[src/hdl/stack_pkg.sv]
// Constants for the return-address stack and indirect address decoder.
// Assumes a single core clock domain; shared by the stack memory and top.
package stack_pkg;
	localparam int STACK_DEPTH = 16;
	localparam int PC_WIDTH = 15;
	localparam int PTR_WIDTH = 5;
	localparam logic [4:0] PTR_EMPTY = 5'h1F;
	localparam logic [4:0] PTR_FIRST = 5'h00;
	localparam logic [4:0] PTR_LAST = 5'h0F;
	localparam logic [15:0] TRAD_LAST = 16'h1FFF;
	localparam logic [15:0] LIN_BASE = 16'h2000;
	localparam logic [15:0] LIN_LAST = 16'h29AF;
	localparam logic [12:0] LIN_BANK_BYTES = 13'h0050;
	localparam logic [12:0] GPR_BANK_OFFSET = 13'h0020;
	localparam logic [12:0] BANK_SPAN = 13'h0080;
	localparam logic [12:0] IND0_ADDR = 13'h0000;
	localparam logic [12:0] IND1_ADDR = 13'h0001;
	localparam logic [7:0] READ_ZERO = 8'h00;
	localparam int PROG_EXTRA_CYCLES = 1;
	typedef enum logic [1:0] {
		IND_IDLE = 2'b00,
		IND_PROG_WAIT = 2'b01,
		IND_DONE = 2'b11
	} ind_state_t;
endpackage

[src/hdl/stack_mem.sv]
// Stack storage: sixteen 15-bit entries, one write port, registered read.
// Assumes the caller serialises writes and supplies a legal index.
`timescale 1ns/100ps
`default_nettype none
module stack_mem
	import stack_pkg::*;
#(
	parameter int DEPTH = STACK_DEPTH,
	parameter int WIDTH = PC_WIDTH
) (
	input wire logic clk,
	input wire logic we,
	input wire logic [$clog2(DEPTH)-1:0] waddr,
	input wire logic [WIDTH-1:0] wdata,
	input wire logic [$clog2(DEPTH)-1:0] raddr,
	output logic [WIDTH-1:0] rdata
);
	logic [WIDTH-1:0] mem [DEPTH];

	// Contents are not reset, as in the real stack
	always_ff @(posedge clk) begin
		if (we) begin
			mem[waddr] <= wdata;
		end
		rdata <= mem[raddr];
	end
endmodule
`default_nettype wire

[src/hdl/stack_and_indirect.sv]
// Return-address stack with pointer/top window, plus indirect address decoder.
// Assumes the sequencer gives one push/pop/software request per cycle.
`timescale 1ns/100ps
`default_nettype none
module stack_and_indirect
	import stack_pkg::*;
#(
	parameter int NUM_BANKS = 32
) (
	input wire logic CORE_CLK,
	input wire logic RST_N,
	input wire logic PUSH_REQ,
	input wire logic POP_REQ,
	input wire logic [14:0] PUSH_PC,
	output logic [14:0] POP_PC,
	output logic POP_VALID,
	input wire logic STACK_FAULT_RESET_ENABLE,
	input wire logic STACK_POINTER_WR,
	input wire logic [4:0] STACK_POINTER_WDATA,
	output logic [4:0] STACK_POINTER_REG,
	input wire logic STACK_TOP_LOW_WR,
	input wire logic STACK_TOP_HIGH_WR,
	input wire logic [7:0] STACK_TOP_WDATA,
	output logic [7:0] STACK_TOP_LOW_BYTE,
	output logic [6:0] STACK_TOP_HIGH_BYTE,
	input wire logic FLAG_CLEAR_OVF,
	input wire logic FLAG_CLEAR_UNF,
	output logic STACK_OVERFLOW_FLAG,
	output logic STACK_UNDERFLOW_FLAG,
	output logic STACK_FAULT_RESET,
	input wire logic IND_REQ,
	input wire logic IND_WRITE,
	input wire logic [7:0] FILE_SELECT_POINTER_HIGH,
	input wire logic [7:0] FILE_SELECT_POINTER_LOW,
	input wire logic [7:0] IND_WDATA,
	output logic [12:0] DATA_ADDR,
	output logic DATA_RD,
	output logic DATA_WR,
	output logic [7:0] DATA_WDATA,
	input wire logic [7:0] DATA_RDATA,
	output logic [14:0] PROG_ADDR,
	output logic PROG_RD,
	input wire logic [13:0] PROG_RDATA,
	output logic [7:0] IND_RDATA,
	output logic IND_DONE_PULSE
);
	// ---------------------------------------------------------------
	// Stack pointer and storage
	// ---------------------------------------------------------------
	typedef enum logic [1:0] {
		REG_NONE = 2'b00,
		REG_DATA = 2'b01,
		REG_PROG = 2'b11,
		REG_ZERO = 2'b10
	} region_t;

	logic [4:0] ptr_q;
	logic [4:0] ptr_d;
	logic [14:0] top_q;
	logic mem_we;
	logic [3:0] mem_waddr;
	logic [14:0] mem_wdata;
	logic [14:0] mem_rdata;
	logic [4:0] ptr_inc;
	logic [4:0] ptr_dec;
	logic overflow_ev;
	logic underflow_ev;

	assign ptr_inc = ptr_q + 5'h01;
	assign ptr_dec = ptr_q - 5'h01;
	// Full at 0x0F; empty only at 0x1F, not at the overflow states 0x10 to 0x1E
	assign overflow_ev = PUSH_REQ && (ptr_q == PTR_LAST);
	assign underflow_ev = POP_REQ && !PUSH_REQ && (ptr_q == PTR_EMPTY);

	// Pointer update: fault reset empties, push increments, pop decrements, software loads
	// Fault reset folded in here so the visible pointer and top window follow it
	always_comb begin
		ptr_d = ptr_q;
		if (STACK_FAULT_RESET) begin
			ptr_d = PTR_EMPTY;
		end else if (PUSH_REQ) begin
			ptr_d = ptr_inc;
		end else if (POP_REQ) begin
			ptr_d = ptr_dec;
		end else if (STACK_POINTER_WR) begin
			ptr_d = STACK_POINTER_WDATA;
		end
	end

	always_ff @(posedge CORE_CLK) begin
		if (!RST_N) begin
			ptr_q <= PTR_EMPTY;
		end else begin
			ptr_q <= ptr_d;
		end
	end

	// Push writes at the new position; wraps mod 16 to overwrite old entries
	always_comb begin
		mem_we = 1'b0;
		mem_waddr = ptr_q[3:0];
		mem_wdata = top_q;
		if (PUSH_REQ) begin
			mem_we = 1'b1;
			mem_waddr = ptr_inc[3:0];
			mem_wdata = PUSH_PC;
		end else if (!POP_REQ && STACK_TOP_LOW_WR) begin
			mem_we = 1'b1;
			mem_wdata = {top_q[14:8], STACK_TOP_WDATA};
		end else if (!POP_REQ && STACK_TOP_HIGH_WR) begin
			mem_we = 1'b1;
			mem_wdata = {STACK_TOP_WDATA[6:0], top_q[7:0]};
		end
	end

	stack_mem #(
		.DEPTH(STACK_DEPTH),
		.WIDTH(PC_WIDTH)
	) u_mem (
		.clk(CORE_CLK),
		.we(mem_we),
		.waddr(mem_waddr),
		.wdata(mem_wdata),
		.raddr(ptr_d[3:0]),
		.rdata(mem_rdata)
	);

	// Registered top entry follows the memory, bypassing the write just made
	logic bypass_q;
	logic [14:0] bypass_data_q;
	always_ff @(posedge CORE_CLK) begin
		if (!RST_N) begin
			bypass_q <= 1'b0;
			bypass_data_q <= 15'h0000;
		end else begin
			bypass_q <= mem_we && (mem_waddr == ptr_d[3:0]);
			bypass_data_q <= mem_wdata;
		end
	end
	assign top_q = bypass_q ? bypass_data_q : mem_rdata;

	// Pop returns the entry at the current position before decrementing
	always_ff @(posedge CORE_CLK) begin
		if (!RST_N) begin
			POP_PC <= 15'h0000;
			POP_VALID <= 1'b0;
		end else begin
			POP_VALID <= POP_REQ && !PUSH_REQ;
			if (POP_REQ && !PUSH_REQ) begin
				POP_PC <= top_q;
			end
		end
	end

	// Software-visible pointer and top window
	always_ff @(posedge CORE_CLK) begin
		if (!RST_N) begin
			STACK_POINTER_REG <= PTR_EMPTY;
			STACK_TOP_LOW_BYTE <= 8'h00;
			STACK_TOP_HIGH_BYTE <= 7'h00;
		end else begin
			STACK_POINTER_REG <= ptr_d;
			STACK_TOP_LOW_BYTE <= top_q[7:0];
			STACK_TOP_HIGH_BYTE <= top_q[14:8];
		end
	end

	// ---------------------------------------------------------------
	// Fault flags and reset request
	// ---------------------------------------------------------------
	// Flags survive the fault reset so software can see the cause; set wins
	always_ff @(posedge CORE_CLK) begin
		if (!RST_N) begin
			STACK_OVERFLOW_FLAG <= 1'b0;
			STACK_UNDERFLOW_FLAG <= 1'b0;
		end else begin
			if (overflow_ev) begin
				STACK_OVERFLOW_FLAG <= 1'b1;
			end else if (FLAG_CLEAR_OVF) begin
				STACK_OVERFLOW_FLAG <= 1'b0;
			end
			if (underflow_ev) begin
				STACK_UNDERFLOW_FLAG <= 1'b1;
			end else if (FLAG_CLEAR_UNF) begin
				STACK_UNDERFLOW_FLAG <= 1'b0;
			end
		end
	end

	// One-cycle reset request to the device reset logic
	always_ff @(posedge CORE_CLK) begin
		if (!RST_N) begin
			STACK_FAULT_RESET <= 1'b0;
		end else begin
			STACK_FAULT_RESET <= STACK_FAULT_RESET_ENABLE && (overflow_ev || underflow_ev);
		end
	end

	// ---------------------------------------------------------------
	// Indirect address decoder
	// ---------------------------------------------------------------
	// Pointer is the plain concatenation of its two bytes
	function automatic region_t decode_region(input logic [15:0] a);
		if (a[15]) begin
			decode_region = REG_PROG;
		end else if (a <= TRAD_LAST) begin
			decode_region = (a[6:0] == IND0_ADDR[6:0] || a[6:0] == IND1_ADDR[6:0]) ?
				REG_ZERO : REG_DATA;
		end else if (a >= LIN_BASE && a <= LIN_LAST) begin
			decode_region = REG_DATA;
		end else begin
			decode_region = REG_ZERO;
		end
	endfunction

	logic [15:0] fsr;
	logic [12:0] lin_off;
	logic [12:0] lin_bank;
	logic [12:0] lin_byte;
	logic [12:0] abs_addr;
	logic lin_unimpl;
	region_t region;
	ind_state_t ind_state_q;
	logic prog_sel_q;

	assign fsr = {FILE_SELECT_POINTER_HIGH, FILE_SELECT_POINTER_LOW};
	assign region = decode_region(fsr);
	assign lin_off = fsr[12:0] - LIN_BASE[12:0];
	assign lin_bank = lin_off / LIN_BANK_BYTES;
	assign lin_byte = lin_off % LIN_BANK_BYTES;
	assign lin_unimpl = fsr[13] && (lin_bank >= 13'(NUM_BANKS));
	// Bank block starts past the registers; common RAM never reached
	assign abs_addr = fsr[13] ? 13'(lin_bank * BANK_SPAN + GPR_BANK_OFFSET + lin_byte) :
		fsr[12:0];

	// Sequence: zero answers take one cycle, data two, program three
	always_ff @(posedge CORE_CLK) begin
		if (!RST_N) begin
			ind_state_q <= IND_IDLE;
			prog_sel_q <= 1'b0;
			DATA_ADDR <= 13'h0000;
			DATA_RD <= 1'b0;
			DATA_WR <= 1'b0;
			DATA_WDATA <= 8'h00;
			PROG_ADDR <= 15'h0000;
			PROG_RD <= 1'b0;
			IND_RDATA <= READ_ZERO;
			IND_DONE_PULSE <= 1'b0;
		end else begin
			DATA_RD <= 1'b0;
			DATA_WR <= 1'b0;
			PROG_RD <= 1'b0;
			IND_DONE_PULSE <= 1'b0;
			case (ind_state_q)
				IND_IDLE: begin
					if (IND_REQ) begin
						DATA_ADDR <= abs_addr;
						DATA_WDATA <= IND_WDATA;
						PROG_ADDR <= fsr[14:0];
						if (region == REG_PROG) begin
							PROG_RD <= !IND_WRITE;
							prog_sel_q <= 1'b1;
							ind_state_q <= IND_PROG_WAIT;
						end else if (region == REG_DATA && !lin_unimpl) begin
							prog_sel_q <= 1'b0;
							DATA_RD <= !IND_WRITE;
							DATA_WR <= IND_WRITE;
							ind_state_q <= IND_DONE;
						end else begin
							IND_RDATA <= READ_ZERO;
							IND_DONE_PULSE <= 1'b1;
						end
					end
				end
				IND_PROG_WAIT: begin
					// Extra cycle: the program word lands a cycle after its strobe
					ind_state_q <= IND_DONE;
				end
				IND_DONE: begin
					IND_RDATA <= prog_sel_q ? PROG_RDATA[7:0] : DATA_RDATA;
					IND_DONE_PULSE <= 1'b1;
					ind_state_q <= IND_IDLE;
				end
				default: begin
					ind_state_q <= IND_IDLE;
				end
			endcase
		end
	end
endmodule
`default_nettype wire

[config.mk]
export PLATFORM = sky130hd
export DESIGN_NAME = stack_and_indirect
export DESIGN_NICKNAME = d
export VERILOG_FILES = /design/src/hdl/stack_pkg.sv /design/src/hdl/stack_mem.sv /design/src/hdl/stack_and_indirect.sv
export SDC_FILE = /design/constraint.sdc
export NUM_CORES = 1
export LEC_CHECK = 0
export BUFFER_PORTS_ARGS = -buffer_cell sky130_fd_sc_hd__buf_2
export CORE_ASPECT_RATIO = 1.25
export CORE_MARGIN = 5
export CORE_UTILIZATION = 30
export DETAILED_ROUTE_END_ITERATION = 8
export MAX_ROUTING_LAYER = met4
export PLACE_DENSITY = 0.43
export SETUP_SLACK_MARGIN = 0.2
export SYNTH_ARGS = -nofsm -noshare
export SYNTH_HDL_FRONTEND = slang
export SYNTH_SLANG_ARGS = --single-unit
[constraint.sdc]
create_clock -name CORE_CLK -period 5.2 [get_ports CORE_CLK]
set_input_delay 0 -clock CORE_CLK [delete_from_list [all_inputs] [get_ports CORE_CLK]]
set_output_delay 0 -clock CORE_CLK [all_outputs]
set_load 0.02 [all_outputs]
# Word-level counts from Yosys, hierarchy flattened
# Memories as Yosys holds them, arrays and structs flattened. A register that Yosys moved wholly into a read port is not among the register bits.
# Cells that the tools add are included.
# Widths: inputs -> output; s select.
[word_totals]
reg_bits = 106
mem_bits_rw = 240
in_bits = 86
output_inout_bits = 87
wordCells = 116
n_memories = 1
[op_classes]
addsub = 4
n_div = 2
magnitude_cmp = 4
eq_ne = 12
muxes = 38
n_bitwise = 4
reduce_logical = 30
[memory_table]
columns = ["memory", "depth", "word_bits", "read_ports", "rd_clocked_by_memory_dff", "wr", "line", "text"]
rows = [
  ["u_mem.mem", 16, 15, 1, 1, 1, "stack_mem.sv:18", "logic [WIDTH-1:0] mem [DEPTH];"],
]
[ops]
columns = ["op", "count"]
rows = [
  ["$mux 15", 4],
  ["$mux 8", 4],
  ["$ge 16x14->1 const B", 1],
  ["$le 16x13->1 const B", 1],
  ["$le 16x14->1 const B", 1],
  ["$pmux 8 s2", 1],
  ["$mux 5", 3],
  ["$mux 1", 14],
  ["$mux 2", 7],
  ["$add 13x13->13", 1],
  ["$add 13x6->13 const B", 1],
  ["$div 13x7->13 const B", 1],
  ["$ge 13x6->1 const B", 1],
  ["$mod 13x7->13 const B", 1],
  ["$mux 13", 1],
  ["$logic_and 1x1->1", 10],
  ["$mux 4", 2],
  ["$reduce_and 4->1", 2],
  ["$reduce_bool 2->1", 4],
  ["$eq 7x1->1 const B", 1],
  ["$logic_not 7->1", 1],
  ["$ne 2x2->1 const B", 3],
  ["$add 5x1->5 const B", 1],
  ["$eq 5x4->1 const B", 1],
  ["other kinds (17)", 27],
]

# Longest topological paths before layout
[logic_depth]
word_depth = 11
mapped_depth = 20
ltp_nobuf = 17

# Hierarchy
# A second synthesis with hierarchy kept.
[unflattened]
cells_unflattened = 1110
hier_area_um2 = 15239.6
[modules_own_cells]
columns = ["module", "instances", "cells_each", "area_each_um2"]
rows = [
  ["stack_mem", 1, 406, 9446.6],
  ["stack_and_indirect", 1, 704, 5793.1],
]

# Worst setup path before layout
# Ideal clock, no wire load.
[synth_path]
path_kind = "reg-to-reg"
start = "register, netlist name STACK_POINTER_REG[0]"
end = "register u_mem.rdata[10], read port of u_mem.mem"
t_arrival_ps = 3054
setup_slack_ps = 2009
stages_incl_launch_ff = 11
n_path_buf = 3
synth_period_minus_slack_ps = 3191
path_cell_list = "dfxtp_1 clkbuf_1 inv_1 ha_1 mux2_2 a211oi_1 clkbuf_1 buf_1 nand3_1 a311oi_1 a31oi_1"
[synth_rtl]
columns = ["item", "line", "text"]
rows = [
  ["end: declaration", "stack_mem.sv:16", "output logic [WIDTH-1:0] rdata"],
]

# Worst setup path after layout
[layout_path]
start = "input port FILE_SELECT_POINTER_HIGH[4]"
end = "register DATA_ADDR[11]"
[layout_between]
elab_chain_len = 4
elab_cells_between_ends = 5
cone_classes = "add/sub (2); div (2); mux (1)"
[layout_rtl]
columns = ["item", "line", "text"]
rows = [
  ["start: declaration", "stack_and_indirect.sv:33", "input wire logic [7:0] FILE_SELECT_POINTER_HIGH,"],
  ["$div 13x7->13", "stack_and_indirect.sv:229", "assign lin_bank = lin_off / LIN_BANK_BYTES;"],
  ["$add 13x6->13", "stack_and_indirect.sv:233", "assign abs_addr = fsr[13] ? 13'(lin_bank * BANK_SPAN + GPR_BANK_OFFSET + lin_byte) :"],
  ["$add 13x13->13 *", "stack_and_indirect.sv:233", ""],
  ["$mux 13 *", "stack_and_indirect.sv:233", ""],
  ["end signal: assignment", "stack_and_indirect.sv:257", "DATA_ADDR <= abs_addr;"],
  ["end: declaration", "stack_and_indirect.sv:36", "output logic [12:0] DATA_ADDR,"],
]
# Mark *: on every way between the ends. The rest lies on a longest branch, timed or not.
# A chain may end at the register's enable or synchronous reset.

==> impl_results.rst <==
.. list-table::
   :header-rows: 1

   * - Metric
     - Value
   * - Filler Cell Count
     - 5016
   * - Tightest slew margin relative to the limit
     - 14.3%
   * - Die Span Y
     - 262 um
   * - Maximum level of the CTS H-tree
     - 2
   * - Type of element capturing the critical path
     - register
   * - Area used by sequential logic in the layout
     - 0.00957 mm^2
   * - Ys Warns
     - 0
   * - Post-cts resize count
     - 0
   * - Total power divided by cell area
     - 436 mW/mm^2
   * - Post-synthesis cell area
     - 0.0153 mm^2
   * - Most frequent cells after synthesis
     - nand2_1, edfxtp_1, nor2_1
   * - Post-layout minimum cycle time
     - 3.84 ns
   * - Cell area reported after detailed placement
     - 0.0170 mm^2
   * - Number of antenna cells inserted
     - 0
   * - Fraction of post-synthesis cell area in the top cell type by area
     - 47.1%
   * - Fraction of synthesis flops using an asynchronous set or reset pin
     - 0%
   * - Switching component of the power
     - 2.51 mW
   * - Number of antenna violations at the first check in global routing
     - 0
   * - Required time of the critical path
     - 5.66 ns
   * - Detailed router's first-iteration violation count
     - 726
   * - Register-to-Register Path Depth
     - 10
   * - Int Power
     - 5.73 mW
   * - Largest cells by area after synthesis
     - edfxtp_1, dfxtp_1, nand2_1
   * - Syn_area_per_cell
     - 11.1 um^2
   * - Port Buffer Count
     - 166
   * - Count of vias placed by the detailed router
     - 11.1k
   * - Number of global-route vias before repair
     - 11.0k
   * - Horizontal die dimension
     - 212 um
   * - Number of enable flip-flop cells after synthesis
     - 240
   * - Area of combinational cells with multiple inputs
     - 0.00532 mm^2
   * - Class of the most critical hold timing path
     - input port to register
   * - Peak supply drop
     - 198 uV
   * - Remaining Overflow, GRT
     - 0
   * - CTS Root Buffer Type
     - clkbuf_16
   * - Estimated wirelength of the detail-placed design
     - 29700 um
   * - Remaining antenna violation count
     - 0
   * - CTS tree
     - built
   * - Total placed cells including tap cells
     - 2152
   * - Result of the run
     - complete, no violations
   * - Reg clk slew, reported paths
     - 0.05 ns
   * - Number of detailed-route iterations in the first pass
     - 5
   * - Total detailed-routing wirelength
     - 46500 um
   * - Final setup fails
     - 0
   * - Leakage power total
     - 7.12 nW
   * - Overall power
     - 8.24 mW
   * - Number of standard-cell rows in the floorplan
     - 92
   * - Part of the power in registers
     - 42.8%
   * - Portion of total power attributed to the clock network
     - 34.6%
   * - Startpoint Class
     - input port
   * - Total Nets Final
     - 1695
   * - Die area
     - 0.0556 mm^2
   * - Total GRT Usage
     - 16.7%
   * - Flops & latches, synth
     - 358
   * - Logic pwr share
     - 22.6%
   * - Most instantiated library cell after synthesis
     - nand2_1
   * - Most used flip-flop cell after synthesis
     - edfxtp_1
   * - Final max-slew violation count
     - 0
   * - Net Sw Frac
     - 30.4%
   * - Worst skew pair latency
     - 0.56 ns
   * - Biggest fanout along the worst timing path
     - 19
   * - Routed len/inst
     - 20.4 um
   * - Unrepaired setup endpoints after global routing
     - no
   * - Fraction of final layout cells sized beyond drive strength 1
     - 19.4%
   * - Class of the most critical setup path
     - input port to register
   * - Longest Clk Path Bufs
     - 3
   * - Ratio of routed vias to standard cells
     - 4.85
   * - Share of synthesized area occupied by flip-flops and latches
     - 62.6%
   * - Post-route cell area
     - 0.0189 mm^2
   * - IO Pins
     - 173
   * - Final weighted congestion in routability-driven placement
     - 0.799
   * - Count of placed standard cells in the final layout, fillers left out
     - 2284
   * - Min-Delay Path Depth
     - 4
   * - Worst Skew
     - 0.0168 ns
   * - CTS Buf Count
     - 39
   * - Transition at the pin with the smallest max-transition slack
     - 1.28 ns
   * - Pin count of the biggest net entering global routing
     - 77
   * - CTS Sinks
     - 358
   * - Synthesized netlist cell count
     - 1379
   * - Global-route wire length before repair
     - 69400 um
   * - Maximum clock rate
     - 260 MHz
   * - Smallest setup slack after layout
     - 1.36 ns
   * - Number of DRC violations after detailed routing
     - 0
   * - Distinct cell type count of the synthesized netlist
     - 70
   * - MaxCap Viol Count
     - 0
   * - Arrival time of data at the critical path endpoint
     - 4.30 ns
   * - Effective utilization at floorplan
     - 30.3%
   * - Part of the cycle the worst path needs
     - 73.9%
   * - Worst slack, placed
     - 1.35 ns
   * - Total negative slack for setup checks
     - 0 ns
   * - Syn-to-layout area delta
     - 23.6%
   * - Leading area contributor after synthesis
     - edfxtp_1
   * - Number of hold-slack violations in the final timing report
     - 0
   * - Floorplan core area
     - 0.0504 mm^2
==> flip-flops by register name (all words and copies together), names as in the netlist, 8 cells and up <==
signal and cells:
STACK_TOP_LOW_BYTE 8, POP_PC 15, DATA_WDATA 8, bypass_data_q 15, PROG_ADDR 12, DATA_ADDR 13, IND_RDATA 8, u_mem.mem 240
u_mem.rdata 15
==> final cells by class <==
type | count | share of cell area, %
flip-flops and latches | 358 | 50.6
multi-input cells | 909 | 28.1
repair buffers | 273 | 9.65
clock buffers | 52 | 5.81
well taps | 658 | 4.36
clock inverters | 19 | 1.15
inverters | 15 | 0.298
==> power by group through the flow <==
| stage | logic, mW | registers, mW | clock network, mW |
|---|---|---|---|
| after detailed placement | 1.85 | 3.60 | 0 |
| after floorplan | 1.03 | 3.68 | 0 |
| after CTS | 1.90 | 3.53 | 2.94 |
| final | 1.86 | 3.53 | 2.85 |
| after global placement | 1.84 | 3.59 | 0 |
| after global routing | 2.05 | 3.55 | 3.04 |
==> routing by layer <==
layer | vias to the layer above | GRT usage (%) | share of wire [%]
met5 | - | - | 0
met1 | 5363 | 20.9 | 43
met2 | 251 | 27.6 | 49
met4 | 0 | 5.50 | 2.8
li1 | 5388 | - | -
met3 | 70 | 2.61 | 4.7
==> repair_timing <==
action	CTS	global route
hold buffers	61	0
setup endpoints to repair	0	0
endpoints found under the hold margin	131	0
buffers inserted	0	0
==> logic make-up after synthesis <==
kind of cell	Yosys count	synth area share [%]
simple gates	572	16.4
flops	358	62.6
compound gates	238	10.4
buf+inv	116	3.10
mux	60	5.17
xor+xnor	21	1.20
fa+ha+maj	13	1.06
other cells	1	0.0245
==> layout by cell type (no fill, tap or decap), drive strengths merged, types with 14 or more instances in the layout <==
cell type and instances:
a211oi 27, a21oi 51, a311oi 31, a31oi 21, and2 18, and3 17, buf 212, clkbuf 52
clkinv 14, dfxtp 118, dlygate4sd3 61, edfxtp 240, inv 16, mux2i 43, mux4 15, nand2 275
nand2b 17, nand3 52, nor2 139, o211ai 15, o21ai 50, xnor2 14
==> critical path: stages <==
cell,delay (ns)
dlygate4sd3_1,0.52
buf_2,0.32
or3b_1,0.45
mux2_2,0.29
o221ai_1,0.64
or2_2,0.25
o31ai_1,0.07
a211oi_1,0.29
nor2_1,0.07
a211oi_1,0.24
ha_1,0.21
a21o_1,0.12
a21o_1,0.14
a21oi_1,0.08
nor2_1,0.10
nor2_1,0.06
xnor2_1,0.13
mux2i_1,0.09
a211oi_1,0.24
==> worst paths after layout <==
path	from	end	slack, ns
setup / recovery	FILE_SELECT_POINTER_HIGH[4]	DATA_ADDR[11]	1.36
setup reg to reg	STACK_POINTER_REG[0]	u_mem.rdata[8]	1.75
hold / removal	PUSH_PC[1]	u_mem.mem[1][1]	0.03
hold reg to reg	PROG_ADDR[12]	PROG_ADDR[12]	0.45
==> metrics by stage <==
stage / util, % / hold WS, ns
2_1_floorplan: - / 0.0758
3_3_place_gp: 33.7 / 0.201
3_5_place_dp: 33.7 / 0.194
4_1_cts: 37.5 / 0.000830
5_1_grt: 37.5 / 0.0424
6_report: 37.5 / 0.0285
No activity file was read; power rests on OpenSTA's default activity.
